--- src/ncc_pkg.sv ---
// constants and types shared by both ends of the command control register port
// assumes one clock for host and device, and 8-bit registers on 4 address lines
//
// Contract
// - halt goes off-line after current traffic drains
// - reset done flag shows reset has taken effect
// - power-up: halt high, run low
// - halt while running keeps run reading set
// - run activates core from any reset
// - tx launch starts packet, self-clears on end
// - host launches only after programming transmit registers
// - writing zero to tx launch does nothing
// - host keeps running dma command with launch
// - unreloaded dma reissue completes at once
// - host starts dma with tx launch zero (host end forwards the requested launch bit)
// - host never mixes remote read and write
// - page, abort and halt writable any time
// - top dma bit aborts and marks complete
// - abort leaves remote start address advanced
// - host clears remote byte count after abort
// - host touches data port after early abort
// - page field selects page zero to two
// - eight-bit registers, sixteen per page
// - reset done set on reset, cleared on start
package ncc_pkg;
	localparam int NCC_DW = 8;
	localparam int NCC_AW = 4;
	localparam logic [3:0] CMD_OFS = 4'h0;
	localparam logic [3:0] TPSR_OFS = 4'h4;
	localparam logic [3:0] TBC0_OFS = 4'h5;
	localparam logic [3:0] TBC1_OFS = 4'h6;
	localparam logic [3:0] RBC0_OFS = 4'hA;
	localparam logic [3:0] RBC1_OFS = 4'hB;
	localparam int HALT_B = 0;
	localparam int RUN_B = 1;
	localparam int TX_B = 2;
	localparam int RD_LO = 3;
	localparam int RD_HI = 5;
	localparam int PS_LO = 6;
	localparam int PS_HI = 7;
	localparam logic [2:0] RD_NONE = 3'h0;
	localparam logic [2:0] RD_READ = 3'h1;
	localparam logic [2:0] RD_WRITE = 3'h2;
	localparam logic [2:0] RD_SEND = 3'h3;
	localparam logic [2:0] RD_ABORT = 3'h4;
	localparam logic [1:0] PAGE0 = 2'h0;
	localparam logic [1:0] PAGE1 = 2'h1;
	localparam logic [1:0] PAGE2 = 2'h2;
	localparam logic [1:0] PAGE_RSVD = 2'h3;
	localparam logic HALT_RST = 1'h1;
	localparam logic RUN_RST = 1'h0;
	localparam logic [2:0] RD_RST = 3'h4;
	localparam logic [1:0] PAGE_RST = 2'h0;
	localparam logic [2:0] TXPROG_ALL = 3'h7;
	typedef enum {NCC_OFF, NCC_RUN, NCC_DRAIN} ncc_core_e;
	typedef enum {NCC_H_IDLE, NCC_H_WAIT, NCC_H_CLR, NCC_H_CWAIT} ncc_host_e;
endpackage : ncc_pkg

--- src/ncc_bus_if.sv ---
// parallel register port between the host and the command control end
// assumes single-cycle strobes and a one-cycle acknowledge from the device
`timescale 1ns/1ps
interface ncc_bus_if;
	logic [3:0] addr;
	logic [7:0] wdata;
	logic [7:0] rdata;
	logic rd;
	logic wr;
	logic ack;
	logic dport_rd;
	logic dport_wr;
	modport dev (input addr, input wdata, input rd, input wr, input dport_rd,
		input dport_wr, output rdata, output ack);
	modport host (output addr, output wdata, output rd, output wr, output dport_rd,
		output dport_wr, input rdata, input ack);
endinterface : ncc_bus_if

--- src/ncc_page_dec.sv ---
// page and address decode for the register port
// assumes the command register answers at its offset on every page
`timescale 1ns/1ps
module ncc_page_dec
	import ncc_pkg::*;
(
	input wire logic [1:0] page_in,
	input wire logic [3:0] addr_in,
	output logic cmd_hit_out,
	output logic ext_hit_out
);
	assign cmd_hit_out = (addr_in == CMD_OFS);
	assign ext_hit_out = (addr_in != CMD_OFS) && (page_in != PAGE_RSVD);
endmodule : ncc_page_dec

--- src/ncc_dev_end.sv ---
// device end: command control register and core start/stop sequencing
// assumes transmit reports busy and done, receive reports busy, remote dma reports done and count loaded
`timescale 1ns/1ps
module ncc_dev_end
	import ncc_pkg::*;
(
	ncc_bus_if.dev bus,
	input wire logic CLK_IN,
	input wire logic RST_B_IN,
	input wire logic TX_BUSY_IN,
	input wire logic TX_DONE_IN,
	input wire logic RX_BUSY_IN,
	input wire logic RDMA_DONE_IN,
	input wire logic RBC_LOADED_IN,
	input wire logic [7:0] EXT_RDATA_IN,
	output logic EXT_RD_OUT,
	output logic EXT_WR_OUT,
	output logic [1:0] EXT_PAGE_OUT,
	output logic [3:0] EXT_ADDR_OUT,
	output logic [7:0] EXT_WDATA_OUT,
	output logic ACCEPT_NEW_OUT,
	output logic CORE_OFF_OUT,
	output logic TX_START_OUT,
	output logic RDMA_START_OUT,
	output logic [2:0] RDMA_CMD_OUT,
	output logic RDMA_ABORT_OUT,
	output logic RDMA_CMPL_OUT,
	output logic RESET_DONE_OUT,
	output logic DPORT_RD_OUT,
	output logic DPORT_WR_OUT
);
	ncc_core_e state_r;
	ncc_core_e state_nxt;
	logic halt_r;
	logic halt_nxt;
	logic run_r;
	logic run_nxt;
	logic tx_r;
	logic tx_nxt;
	logic [2:0] rdma_r;
	logic [2:0] rdma_nxt;
	logic rdma_act_r;
	logic rdma_act_nxt;
	logic [1:0] page_r;
	logic [1:0] page_nxt;
	logic rst_flag_r;
	logic rst_flag_nxt;
	logic [7:0] rdata_r;
	logic [7:0] rdata_nxt;
	logic ack_r;
	logic tx_start_r;
	logic rdma_start_r;
	logic rdma_abort_r;
	logic rdma_cmpl_r;
	logic cmd_hit;
	logic ext_hit;

	ncc_page_dec ncc_page_dec_inst (
		.page_in(page_r),
		.addr_in(bus.addr),
		.cmd_hit_out(cmd_hit),
		.ext_hit_out(ext_hit)
	);

	// write decode of the command register
	wire cmd_wr = bus.wr & cmd_hit;
	wire wr_halt = bus.wdata[HALT_B];
	wire wr_run = bus.wdata[RUN_B];
	wire wr_tx = bus.wdata[TX_B];
	wire [2:0] wr_rd = bus.wdata[RD_HI:RD_LO];
	wire [1:0] wr_ps = bus.wdata[PS_HI:PS_LO];
	wire [7:0] cmd_val = {page_r, rdma_r, tx_r, run_r, halt_r};
	wire in_run = (state_r == NCC_RUN);
	wire core_idle = ~TX_BUSY_IN & ~RX_BUSY_IN;

	// start needs halt clear and run set
	wire start_cmd = cmd_wr & ~wr_halt & wr_run;
	// halt taken whatever is in progress
	wire halt_cmd = cmd_wr & wr_halt;
	wire enter_off = (state_r == NCC_DRAIN) & ~start_cmd & core_idle;

	// launch only while running; set beats done
	wire tx_go = cmd_wr & wr_tx & in_run & ~wr_halt & (~tx_r | TX_DONE_IN);

	// top bit aborts, low bits ignored
	wire rd_abort = cmd_wr & wr_rd[2];
	// only read, write and send start a dma
	wire rd_legal = cmd_wr & ~wr_rd[2] & (wr_rd != RD_NONE);
	wire rd_clash = rd_legal & rdma_act_r & (wr_rd != rdma_r);
	// no reloaded count means instant completion
	wire rd_empty = rd_legal & ~rd_clash & ~RBC_LOADED_IN;
	wire rd_begin = rd_legal & ~rdma_act_r & RBC_LOADED_IN;
	wire rd_done = rdma_act_r & RDMA_DONE_IN;
	wire rd_finish = rd_abort | rd_empty | rd_done;

	always_comb begin
		state_nxt = state_r;
		case (state_r)
			// run from power-up or software reset
			NCC_OFF: begin
				if (start_cmd) begin
					state_nxt = NCC_RUN;
				end
			end
			// stop new traffic, let current finish
			NCC_RUN: begin
				if (halt_cmd) begin
					state_nxt = NCC_DRAIN;
				end
			end
			NCC_DRAIN: begin
				if (start_cmd) begin
					state_nxt = NCC_RUN;
				end else if (core_idle) begin
					state_nxt = NCC_OFF;
				end
			end
			default: begin
				state_nxt = NCC_OFF;
			end
		endcase
	end

	assign halt_nxt = cmd_wr ? wr_halt : halt_r;
	// halt after running keeps run reading set
	assign run_nxt = cmd_wr ? (wr_run | (wr_halt & run_r)) : run_r;
	// a zero write never clears launch
	assign tx_nxt = tx_go | (tx_r & ~TX_DONE_IN);
	// no start address restore here on abort
	assign rdma_nxt = rd_abort ? wr_rd :
		(rd_empty | rd_done) ? RD_ABORT :
		rd_begin ? wr_rd : rdma_r;
	assign rdma_act_nxt = rd_begin | (rdma_act_r & ~rd_finish);
	// page field written on every command write
	assign page_nxt = cmd_wr ? wr_ps : page_r;
	// set on entering reset, clear on start
	assign rst_flag_nxt = enter_off | (rst_flag_r & ~start_cmd);
	// byte-wide reads; reserved page reads zero
	assign rdata_nxt = ~bus.rd ? rdata_r :
		cmd_hit ? cmd_val :
		ext_hit ? EXT_RDATA_IN : 8'h00;

	always_ff @(posedge CLK_IN) begin
		if (!RST_B_IN) begin
			state_r <= NCC_OFF;
			halt_r <= HALT_RST;
			run_r <= RUN_RST;
			page_r <= PAGE_RST;
		end else begin
			state_r <= state_nxt;
			halt_r <= halt_nxt;
			run_r <= run_nxt;
			page_r <= page_nxt;
		end
	end

	always_ff @(posedge CLK_IN) begin
		if (!RST_B_IN) begin
			tx_r <= 1'b0;
			rdma_r <= RD_RST;
			rdma_act_r <= 1'b0;
		end else begin
			tx_r <= tx_nxt;
			rdma_r <= rdma_nxt;
			rdma_act_r <= rdma_act_nxt;
		end
	end

	// flag raised once reset has taken effect
	always_ff @(posedge CLK_IN) begin
		if (!RST_B_IN) begin
			rst_flag_r <= 1'b1;
		end else begin
			rst_flag_r <= rst_flag_nxt;
		end
	end

	always_ff @(posedge CLK_IN) begin
		if (!RST_B_IN) begin
			rdata_r <= 8'h00;
			ack_r <= 1'b0;
		end else begin
			rdata_r <= rdata_nxt;
			ack_r <= bus.rd | bus.wr;
		end
	end

	// event pulses are registered so engines see clean one-cycle strobes
	always_ff @(posedge CLK_IN) begin
		if (!RST_B_IN) begin
			tx_start_r <= 1'b0;
			rdma_start_r <= 1'b0;
			rdma_abort_r <= 1'b0;
			rdma_cmpl_r <= 1'b0;
		end else begin
			tx_start_r <= tx_go;
			rdma_start_r <= rd_begin;
			rdma_abort_r <= rd_abort & rdma_act_r;
			rdma_cmpl_r <= rd_finish;
		end
	end

	assign bus.rdata = rdata_r;
	assign bus.ack = ack_r;
	// other pages sit outside; their strobes are passed straight through except on the reserved page
	assign EXT_RD_OUT = bus.rd & ext_hit;
	assign EXT_WR_OUT = bus.wr & ext_hit;
	assign EXT_PAGE_OUT = page_r;
	assign EXT_ADDR_OUT = bus.addr;
	assign EXT_WDATA_OUT = bus.wdata;
	assign ACCEPT_NEW_OUT = in_run;
	assign CORE_OFF_OUT = (state_r == NCC_OFF);
	assign TX_START_OUT = tx_start_r;
	assign RDMA_START_OUT = rdma_start_r;
	assign RDMA_CMD_OUT = rdma_r;
	assign RDMA_ABORT_OUT = rdma_abort_r;
	assign RDMA_CMPL_OUT = rdma_cmpl_r;
	assign RESET_DONE_OUT = rst_flag_r;
	assign DPORT_RD_OUT = bus.dport_rd;
	assign DPORT_WR_OUT = bus.dport_wr;
endmodule : ncc_dev_end

--- src/flat_wrapper.sv ---
// flat-port wrapper written by rule: the top's interface ports become plain ports
module ncc_dev_end_flat import ncc_pkg::*;
  (CLK_IN, RST_B_IN, TX_BUSY_IN, TX_DONE_IN, RX_BUSY_IN, RDMA_DONE_IN, RBC_LOADED_IN, EXT_RDATA_IN, EXT_RD_OUT, EXT_WR_OUT, EXT_PAGE_OUT, EXT_ADDR_OUT, EXT_WDATA_OUT, ACCEPT_NEW_OUT, CORE_OFF_OUT, TX_START_OUT, RDMA_START_OUT, RDMA_CMD_OUT, RDMA_ABORT_OUT, RDMA_CMPL_OUT, RESET_DONE_OUT, DPORT_RD_OUT, DPORT_WR_OUT, bus_addr, bus_wdata, bus_rd, bus_wr, bus_dport_rd, bus_dport_wr, bus_rdata, bus_ack);
  ncc_bus_if bus_i ();
  input wire logic CLK_IN;
  input wire logic RST_B_IN;
  input wire logic TX_BUSY_IN;
  input wire logic TX_DONE_IN;
  input wire logic RX_BUSY_IN;
  input wire logic RDMA_DONE_IN;
  input wire logic RBC_LOADED_IN;
  input wire logic [7:0] EXT_RDATA_IN;
  output logic EXT_RD_OUT;
  output logic EXT_WR_OUT;
  output logic [1:0] EXT_PAGE_OUT;
  output logic [3:0] EXT_ADDR_OUT;
  output logic [7:0] EXT_WDATA_OUT;
  output logic ACCEPT_NEW_OUT;
  output logic CORE_OFF_OUT;
  output logic TX_START_OUT;
  output logic RDMA_START_OUT;
  output logic [2:0] RDMA_CMD_OUT;
  output logic RDMA_ABORT_OUT;
  output logic RDMA_CMPL_OUT;
  output logic RESET_DONE_OUT;
  output logic DPORT_RD_OUT;
  output logic DPORT_WR_OUT;
  input wire logic [$bits(bus_i.addr)-1:0] bus_addr;
  input wire logic [$bits(bus_i.wdata)-1:0] bus_wdata;
  input wire logic [$bits(bus_i.rd)-1:0] bus_rd;
  input wire logic [$bits(bus_i.wr)-1:0] bus_wr;
  input wire logic [$bits(bus_i.dport_rd)-1:0] bus_dport_rd;
  input wire logic [$bits(bus_i.dport_wr)-1:0] bus_dport_wr;
  output wire logic [$bits(bus_i.rdata)-1:0] bus_rdata;
  output wire logic [$bits(bus_i.ack)-1:0] bus_ack;
  assign bus_i.addr = bus_addr;
  assign bus_i.wdata = bus_wdata;
  assign bus_i.rd = bus_rd;
  assign bus_i.wr = bus_wr;
  assign bus_i.dport_rd = bus_dport_rd;
  assign bus_i.dport_wr = bus_dport_wr;
  assign bus_rdata = bus_i.rdata;
  assign bus_ack = bus_i.ack;
  ncc_dev_end u_core (.bus(bus_i), .CLK_IN(CLK_IN), .RST_B_IN(RST_B_IN), .TX_BUSY_IN(TX_BUSY_IN), .TX_DONE_IN(TX_DONE_IN), .RX_BUSY_IN(RX_BUSY_IN), .RDMA_DONE_IN(RDMA_DONE_IN), .RBC_LOADED_IN(RBC_LOADED_IN), .EXT_RDATA_IN(EXT_RDATA_IN), .EXT_RD_OUT(EXT_RD_OUT), .EXT_WR_OUT(EXT_WR_OUT), .EXT_PAGE_OUT(EXT_PAGE_OUT), .EXT_ADDR_OUT(EXT_ADDR_OUT), .EXT_WDATA_OUT(EXT_WDATA_OUT), .ACCEPT_NEW_OUT(ACCEPT_NEW_OUT), .CORE_OFF_OUT(CORE_OFF_OUT), .TX_START_OUT(TX_START_OUT), .RDMA_START_OUT(RDMA_START_OUT), .RDMA_CMD_OUT(RDMA_CMD_OUT), .RDMA_ABORT_OUT(RDMA_ABORT_OUT), .RDMA_CMPL_OUT(RDMA_CMPL_OUT), .RESET_DONE_OUT(RESET_DONE_OUT), .DPORT_RD_OUT(DPORT_RD_OUT), .DPORT_WR_OUT(DPORT_WR_OUT));
endmodule
--- config.mk ---
export PLATFORM = sky130hd
export DESIGN_NAME = ncc_dev_end_flat
export DESIGN_NICKNAME = d
export VERILOG_FILES = /design/src/ncc_pkg.sv /design/src/ncc_bus_if.sv /design/src/ncc_page_dec.sv /design/src/ncc_dev_end.sv /design/src/flat_wrapper.sv
export SDC_FILE = /design/constraint.sdc
export NUM_CORES = 1
export LEC_CHECK = 0
export BUFFER_PORTS_ARGS = -buffer_cell sky130_fd_sc_hd__buf_2
export CORE_MARGIN = 3
export CORE_UTILIZATION = 44
export DETAILED_ROUTE_END_ITERATION = 10
export GPL_ROUTABILITY_DRIVEN = 0
export PLACE_DENSITY = 0.76
export SKIP_LAST_GASP = 1
export SLEW_MARGIN = 15
export SYNTH_ARGS = -nofsm -noshare
export SYNTH_HDL_FRONTEND = slang
export SYNTH_SLANG_ARGS = --single-unit
--- constraint.sdc ---
create_clock -name CLK_IN -period 1.7 [get_ports CLK_IN]
set_input_delay 0.085 -clock CLK_IN [delete_from_list [all_inputs] [get_ports CLK_IN]]
set_output_delay 0.085 -clock CLK_IN [all_outputs]
set_load 0.01 [all_outputs]
After elaboration in Yosys (flattened, before gate mapping)
Cells that the tools add are included.

operators by class
  eq/ne operators = 9
  multiplexer cells = 10
  bitwise operators = 48
  reduce and logical (&&, ||, !) cells = 8

operators with widths
  operator               number
  $mux W32               4
  $pmux W32 S3           1
  $eq A32 B2 Y1 const B  2
  $logic_not A32 Y1      2
  $eq A32 B1 Y1 const B  1
  $eq A32 B3 Y1 const B  1
  $and A1 B1 Y1          28
  $mux W8                2
  $not A1 Y1             11
  $mux W3                3
  $or A1 B1 Y1           9
  $reduce_bool A3 Y1     2
  $logic_not A4 Y1       1
  $ne A2 B1 Y1 const B   2
  $reduce_bool A4 Y1     1
  $ne A3 B1 Y1 const B   1
  $ne A3 B3 Y1           1
  $reduce_and A3 Y1      1
  $ne A2 B2 Y1 const B   1
  $logic_and A1 B1 Y1    1

storage, ports and cells
  flip-flop bits (word level) = 55
  input bits = 31
  word-level logic and storage cells = 89

Depth between registers and ports, before layout
  word-level depth = 14
  mapped depth = 5

Modules after synthesis
From an unflattened synthesis, not the netlist that was laid out.

second synthesis, totals
  cell total of the unflattened synthesis = 143
  area, all modules = 1219.9 um^2

by module, submodules not included
  module        instances  cells each  area an instance (um^2)  seq. area each (um^2)
  ncc_dev_end   1          141         1202.4                   500.5
  ncc_page_dec  1          2           17.5                     0.0

Worst setup path before layout
Ideal clock, no wire load.

  kind = register to register
  from = register u_core.rdma_r[1], in the netlist u_core.RDMA_CMD_OUT[1]
  to = register u_core.rdma_act_r
  library setup time = 0.120 ns
  arrival time = 1.196 ns
  required time = 1.580 ns
  setup slack = 0.384 ns
  cell stages (with the launch flop) = 5
  period minus slack after synthesis = 1.316 ns
  cells stage by stage = dfxtp_1 > xor2_1 > nor4_1 > nor4_1 > o31a_1

on the way
  word-level cells in the longest chain between the ends = 10

ends and longest elaborated chain
  element                     line                source
  start: declaration          ncc_dev_end.sv:40   logic [2:0] rdma_r;
  start signal: assignment    ncc_dev_end.sv:164  rdma_r <= rdma_nxt;
  $ne A3 B3 Y1                ncc_dev_end.sv:89   wire rd_clash = rd_legal & rdma_act_r & (wr_rd != rdma_r);
  $and A1 B1 Y1               ncc_dev_end.sv:89
  $not A1 Y1                  ncc_dev_end.sv:91   wire rd_empty = rd_legal & ~rd_clash & ~RBC_LOADED_IN;
  $and A1 B1 Y1 (2 in a row)  ncc_dev_end.sv:91
  $or A1 B1 Y1 (2 in a row)   ncc_dev_end.sv:94   wire rd_finish = rd_abort | rd_empty | rd_done;
  $not A1 Y1                  ncc_dev_end.sv:133  assign rdma_act_nxt = rd_begin | (rdma_act_r & ~rd_finish);
  $and A1 B1 Y1               ncc_dev_end.sv:133
  $or A1 B1 Y1                ncc_dev_end.sv:133
  end signal: assignment      ncc_dev_end.sv:165  rdma_act_r <= rdma_act_nxt;
  end: declaration            ncc_dev_end.sv:42   logic rdma_act_r;

Every way passes these cells.
A chain may end at the register's enable or synchronous reset.

Final worst setup path
  from = input port RBC_LOADED_IN
  to = register u_core.rdma_act_r

on the way
  word-level cells in the longest chain between the ends = 7
  elaborated cells on any way between the ends = 8

ends and longest elaborated chain
  element                    line                source
  start: declaration         flat_wrapper.sv:11  input wire logic RBC_LOADED_IN;
  $not A1 Y1                 ncc_dev_end.sv:91
  $and A1 B1 Y1              ncc_dev_end.sv:91
  $or A1 B1 Y1 (2 in a row)  ncc_dev_end.sv:94
  $not A1 Y1                 ncc_dev_end.sv:133
  $and A1 B1 Y1              ncc_dev_end.sv:133
  $or A1 B1 Y1 *             ncc_dev_end.sv:133

Mark *: on every way between the ends. The rest lies on a longest branch, timed or not.

==> out/results.md <==
| Stage | Parameter | Value |
|:---|:---|:---|
| sta | Worst slew slack as a fraction of its limit | 69.9% |
| sta | Finish-stage setup viols | 0 |
| synth | Largest family of logic cells by synthesized area | simple AND/OR/NAND/NOR gates |
| status | Outcome | finished, final reports clean |
| cells and area | Filler cell count | 273 |
| cells and area | Area taken by multi-input logic gates | 633 um2 |
| cells and area | Share of post-route cells with drive strength above 1 | 37.5% |
| synth | Top post-synthesis cells by count | 25 x dfxtp_1, 17 x nand2_1, 17 x nor2_1 |
| power and ir drop | Clk pwr share | 25.1% |
| synth | Share of the synthesized area in compound gates (AO/OA/AOI/OAI) | 17.8% |
| sta | Skew final | 0.00819 ns |
| floorplanning | Floorplan Core Area | 0.00278 mm2 |
| cells and area | Number of nets at the end of the flow | 240 |
| sta | Worst hold margin | 0.0243 ns |
| clock network | Htree depth | 1 |
| sta | Number of hold violations in the final report | 0 |
| floorplanning | Vertical die dimension | 60.4 um |
| synth | Area share of and/or/nand/nor cells after synthesis | 28.9% |
| synth | Post-synthesis xor/xnor area fraction | 2.02% |
| placement | Cell area reported after detailed placement | 0.00152 mm2 |
| power and ir drop | Maximum vdd ir drop | 485 uV |
| synth | Synth Cell Area | 0.00130 mm2 |
| worst setup path | Classification of the worst setup path | in2reg |
| floorplanning | Chip Width | 60.4 um |
| synth | Number of synthesized flops with an enable pin | 0 |
| global route | Via count of the first global-routing pass | 1182 |
| synth | Total nets after synthesis | 189 |
| sta | Pin slew with the least headroom to its limit | 0.447 ns |
| synth | Main synth FF type | dfxtp_1 |
| placement | DPL Wire Length | 2.46 mm |
| min path | Class of the tightest hold or removal check | in2reg |
| clock network | Clock transition at the registers of the reported paths | 0.14 ns |
| synth | Post-Synthesis Cells | 158 |
| synth | Mapped Avg Cell Area | 8.23 um2 |
| clock network | Number of cells upsized or downsized after cts | 0 |
| floorplanning | Overall die area | 0.00364 mm2 |
| worst setup path | Max Fanout on Critical Path | 4 |
| clock network | Maximum clock path buffer count | 2 |
| synth | Share of flip-flops with an asynchronous set or reset after synthesis | 0% |
| clock network | Number of buffers inserted during clock tree synthesis | 3 |
| synth | Count of unique library cells instantiated by Yosys | 36 |
| global route | Antenna violations before repair | 0 |
| sta | Post-route setup TNS | 0 ns |
| floorplanning | Total I/O pin count | 68 |
| power and ir drop | Internal power | 773 uW |
| cells and area | Synth-to-Final Area Change | 21.5% |
| global route | Global-route wire length before repair | 4.95 mm |
| clock network | TritonCTS clock tree | yes |
| sta | Max Freq | 0.655 GHz |
| drt | Number of detailed-route iterations in the first pass | 4 |
| floorplanning | Starting Density | 46.7% |
| worst setup path | Critical path startpoint category | primary input |
| clock network | Skew-Pair Late Insertion Delay | 0.32 ns |
| power and ir drop | Combinational power share | 17.2% |
| global route | Global-route usage over all layers | 17.5% |
| drt | Detailed-route via count | 1303 |
| worst setup path | Critical path, cell by cell | dlygate4sd3_1 -> buf_2 -> o21bai_1 -> nor4_1 -> nor4_1 -> o31a_1 |
| sta | Final count of pins violating max slew | 0 |
| worst setup path | Critical Path End Type | flop |
| synth | Proportion of synthesized area in mux cells | 0% |
| worst setup path | Maximum cell stage delay along the critical path | 0.53 ns |
| global route | Total global routing overflow | 0 |
| sta | RSZ-0062 raised after global routing | no |
| global route | Pin count of the biggest net entering global routing | 19 |
| power and ir drop | Cell Pwr Density | 673 mW/mm2 |
| synth | Leading post-synthesis cells by cell area | dfxtp_1 38%, buf_4 8.1%, a311oi_1 5.4% |
| worst setup path | Critical Path Start | RBC_LOADED_IN |
| clock network | Library cell used as clock root buffer | clkbuf_4 |
| power and ir drop | Post-layout total power | 1060 uW |
| worst setup path | Worst EP required | 1.93 ns |
| worst setup path | Reg2reg setup slack | 0.23 ns |
| cells and area | Final Util | 56.8% |
| synth | Fraction of synthesized cell area taken by the top area cell type | 38.5% |
| sta | Time the worst path needs with I/O delays and setup | 1.53 ns |
| cells and area | Post-Layout Inst Area | 0.00158 mm2 |
| worst setup path | Top cell by count, worst path | nor4_1 |
| job | Max cap viols | 0 |
| synth | Adder and majority gate portion of the synthesized area | 0% |
| min path | Beginning of the worst hold path | EXT_RDATA_IN[2] |
| cells and area | Storage cell area | 500 um2 |
| worst setup path | Origin of the critical flop-to-flop path | u_core.RDMA_CMD_OUT[1]$_SDFFE_PN0P_ |
| cells and area | Number of antenna repair diodes | 0 |
| drt | Via density per instance | 5.45 |
| worst setup path | Critical-path cell with the highest stage delay | dlygate4sd3_1 |
| drt | Initial DRC count | 34 |
| synth | Warning count from the yosys run | 0 |
| placement | Number of buffers added on ports | 63 |
| worst setup path | Critical path data arrival time | 1.76 ns |
| power and ir drop | Switching part of the total | 27.3% |
| drt | Post-detailed-route DRC marker count | 0 |
| synth | Flip-flop and latch count after synthesis | 25 |
| sta | Fin crit share | 89.8% |
| floorplanning | Placement row count | 19 |
| power and ir drop | Leakage power summed over all cells | 0.000707 uW |
| drt | Final routed wirelength across all metal layers | 3.17 mm |
| power and ir drop | Net Sw Power | 290 uW |
| power and ir drop | Part of the power in registers | 57.7% |
| clock network | Total clock sinks | 25 |
| synth | Sequential area share after synthesis | 38.5% |
| drt | Number of nets with antenna violations after routing | 0 |
| synth | Top-count cell post-synth | dfxtp_1 |
| synth | Post-synth top area cell | dfxtp_1 |
| drt | Routed length per placed instance | 13.2 um |
-- power by group through the flow --
stage	sequential (uW)	clock (uW)	combinational [uW]
global placement	625	0	176
detailed placement	626	0	178
finish	613	267	183
floorplan	633	0	102
global route	615	297	202
CTS	613	266	180
-- worst max-delay path: cells and delay by family --
kind | cells | cell delay (ns)
AO/OA/AOI/OAI | 2 | 0.48
buffers and inverters | 2 | 0.67
AND/OR/NAND/NOR | 2 | 0.53
-- timing repair --
action	CTS	global route
buffers inserted	0	0
hold buffers	1	2
endpoints found under the hold margin	1	2
-- registers in the layout, summed over array words and instances (netlist names) --
register               count
u_core.bus.rdata           8
u_core.RESET_DONE_OUT      1
u_core.RDMA_CMD_OUT        3
u_core.RDMA_ABORT_OUT      1
u_core.state_r             2
u_core.halt_r              1
u_core.tx_r                1
u_core.bus.ack             1
u_core.RDMA_CMPL_OUT       1
u_core.EXT_PAGE_OUT        2
u_core.run_r               1
u_core.TX_START_OUT        1
u_core.RDMA_START_OUT      1
u_core.rdma_act_r          1
-- metrics by stage --
stage                     worst slack [ns]  instances
after floorplan                      0.384        158
after global placement               0.269        232
after detailed placement             0.177        232
after CTS                            0.187        237
after global routing                 0.121        239
final                                0.174        239
-- routing by layer --
layer | up-vias | wire [um] | global-route usage (%)
li1 | 649 | - | -
met1 | 597 | 1390 | 22.9
met2 | 51 | 1500 | 27.8
met3 | 6 | 243 | 3.62
met4 | 0 | 39 | 7.59
met5 | - | 0 | 0
-- path summary, 6_finish.rpt --
path | endpoint | cells past startpoint
hold / removal | u_core.bus.rdata[2]$_SDFFE_PN0P_ | 3
setup / recovery | u_core.rdma_act_r$_SDFF_PN0_ | 6
hold reg to reg | u_core.bus.rdata[2]$_SDFFE_PN0P_ | 2
setup reg to reg | u_core.rdma_act_r$_SDFF_PN0_ | 4
-- area by class of cell --
type | count | area share, %
clock buffers | 3 | 1.43
clock inverters | 1 | 0.317
inverters | 5 | 1.19
multi-input cells | 106 | 40.1
flip-flops and latches | 25 | 31.7
well taps | 31 | 2.46
repair buffers | 68 | 22.8
-- placed cells by master, fill, tap and decap left out, types with 2 or more instances in the layout --
master,count
and2_1,2
dfxtp_1,25
nor4_1,3
buf_2,63
nand4_1,3
dlygate4sd3_1,3
o21ai_0,4
nor3_1,5
o31a_1,2
xor2_1,3
nor3b_1,3
a31oi_1,2
and3_2,2
inv_1,5
clkbuf_4,3
o21a_1,2
o21ai_1,2
a311oi_1,8
nor2_1,17
nand2_1,17
buf_4,2
a21oi_1,4
nand3_1,13
nor2b_1,3
-- kinds of logic (layout without fill, tap and decap cells) --
| kind of cell | after synthesis | in the layout |
|---|---|---|
| flops | 25 | 25 |
| xor+xnor | 3 | 3 |
| compound gates | 31 | 31 |
| simple gates | 72 | 72 |
| buf+inv | 27 | 77 |
No activity file was read; power rests on OpenSTA's default activity.
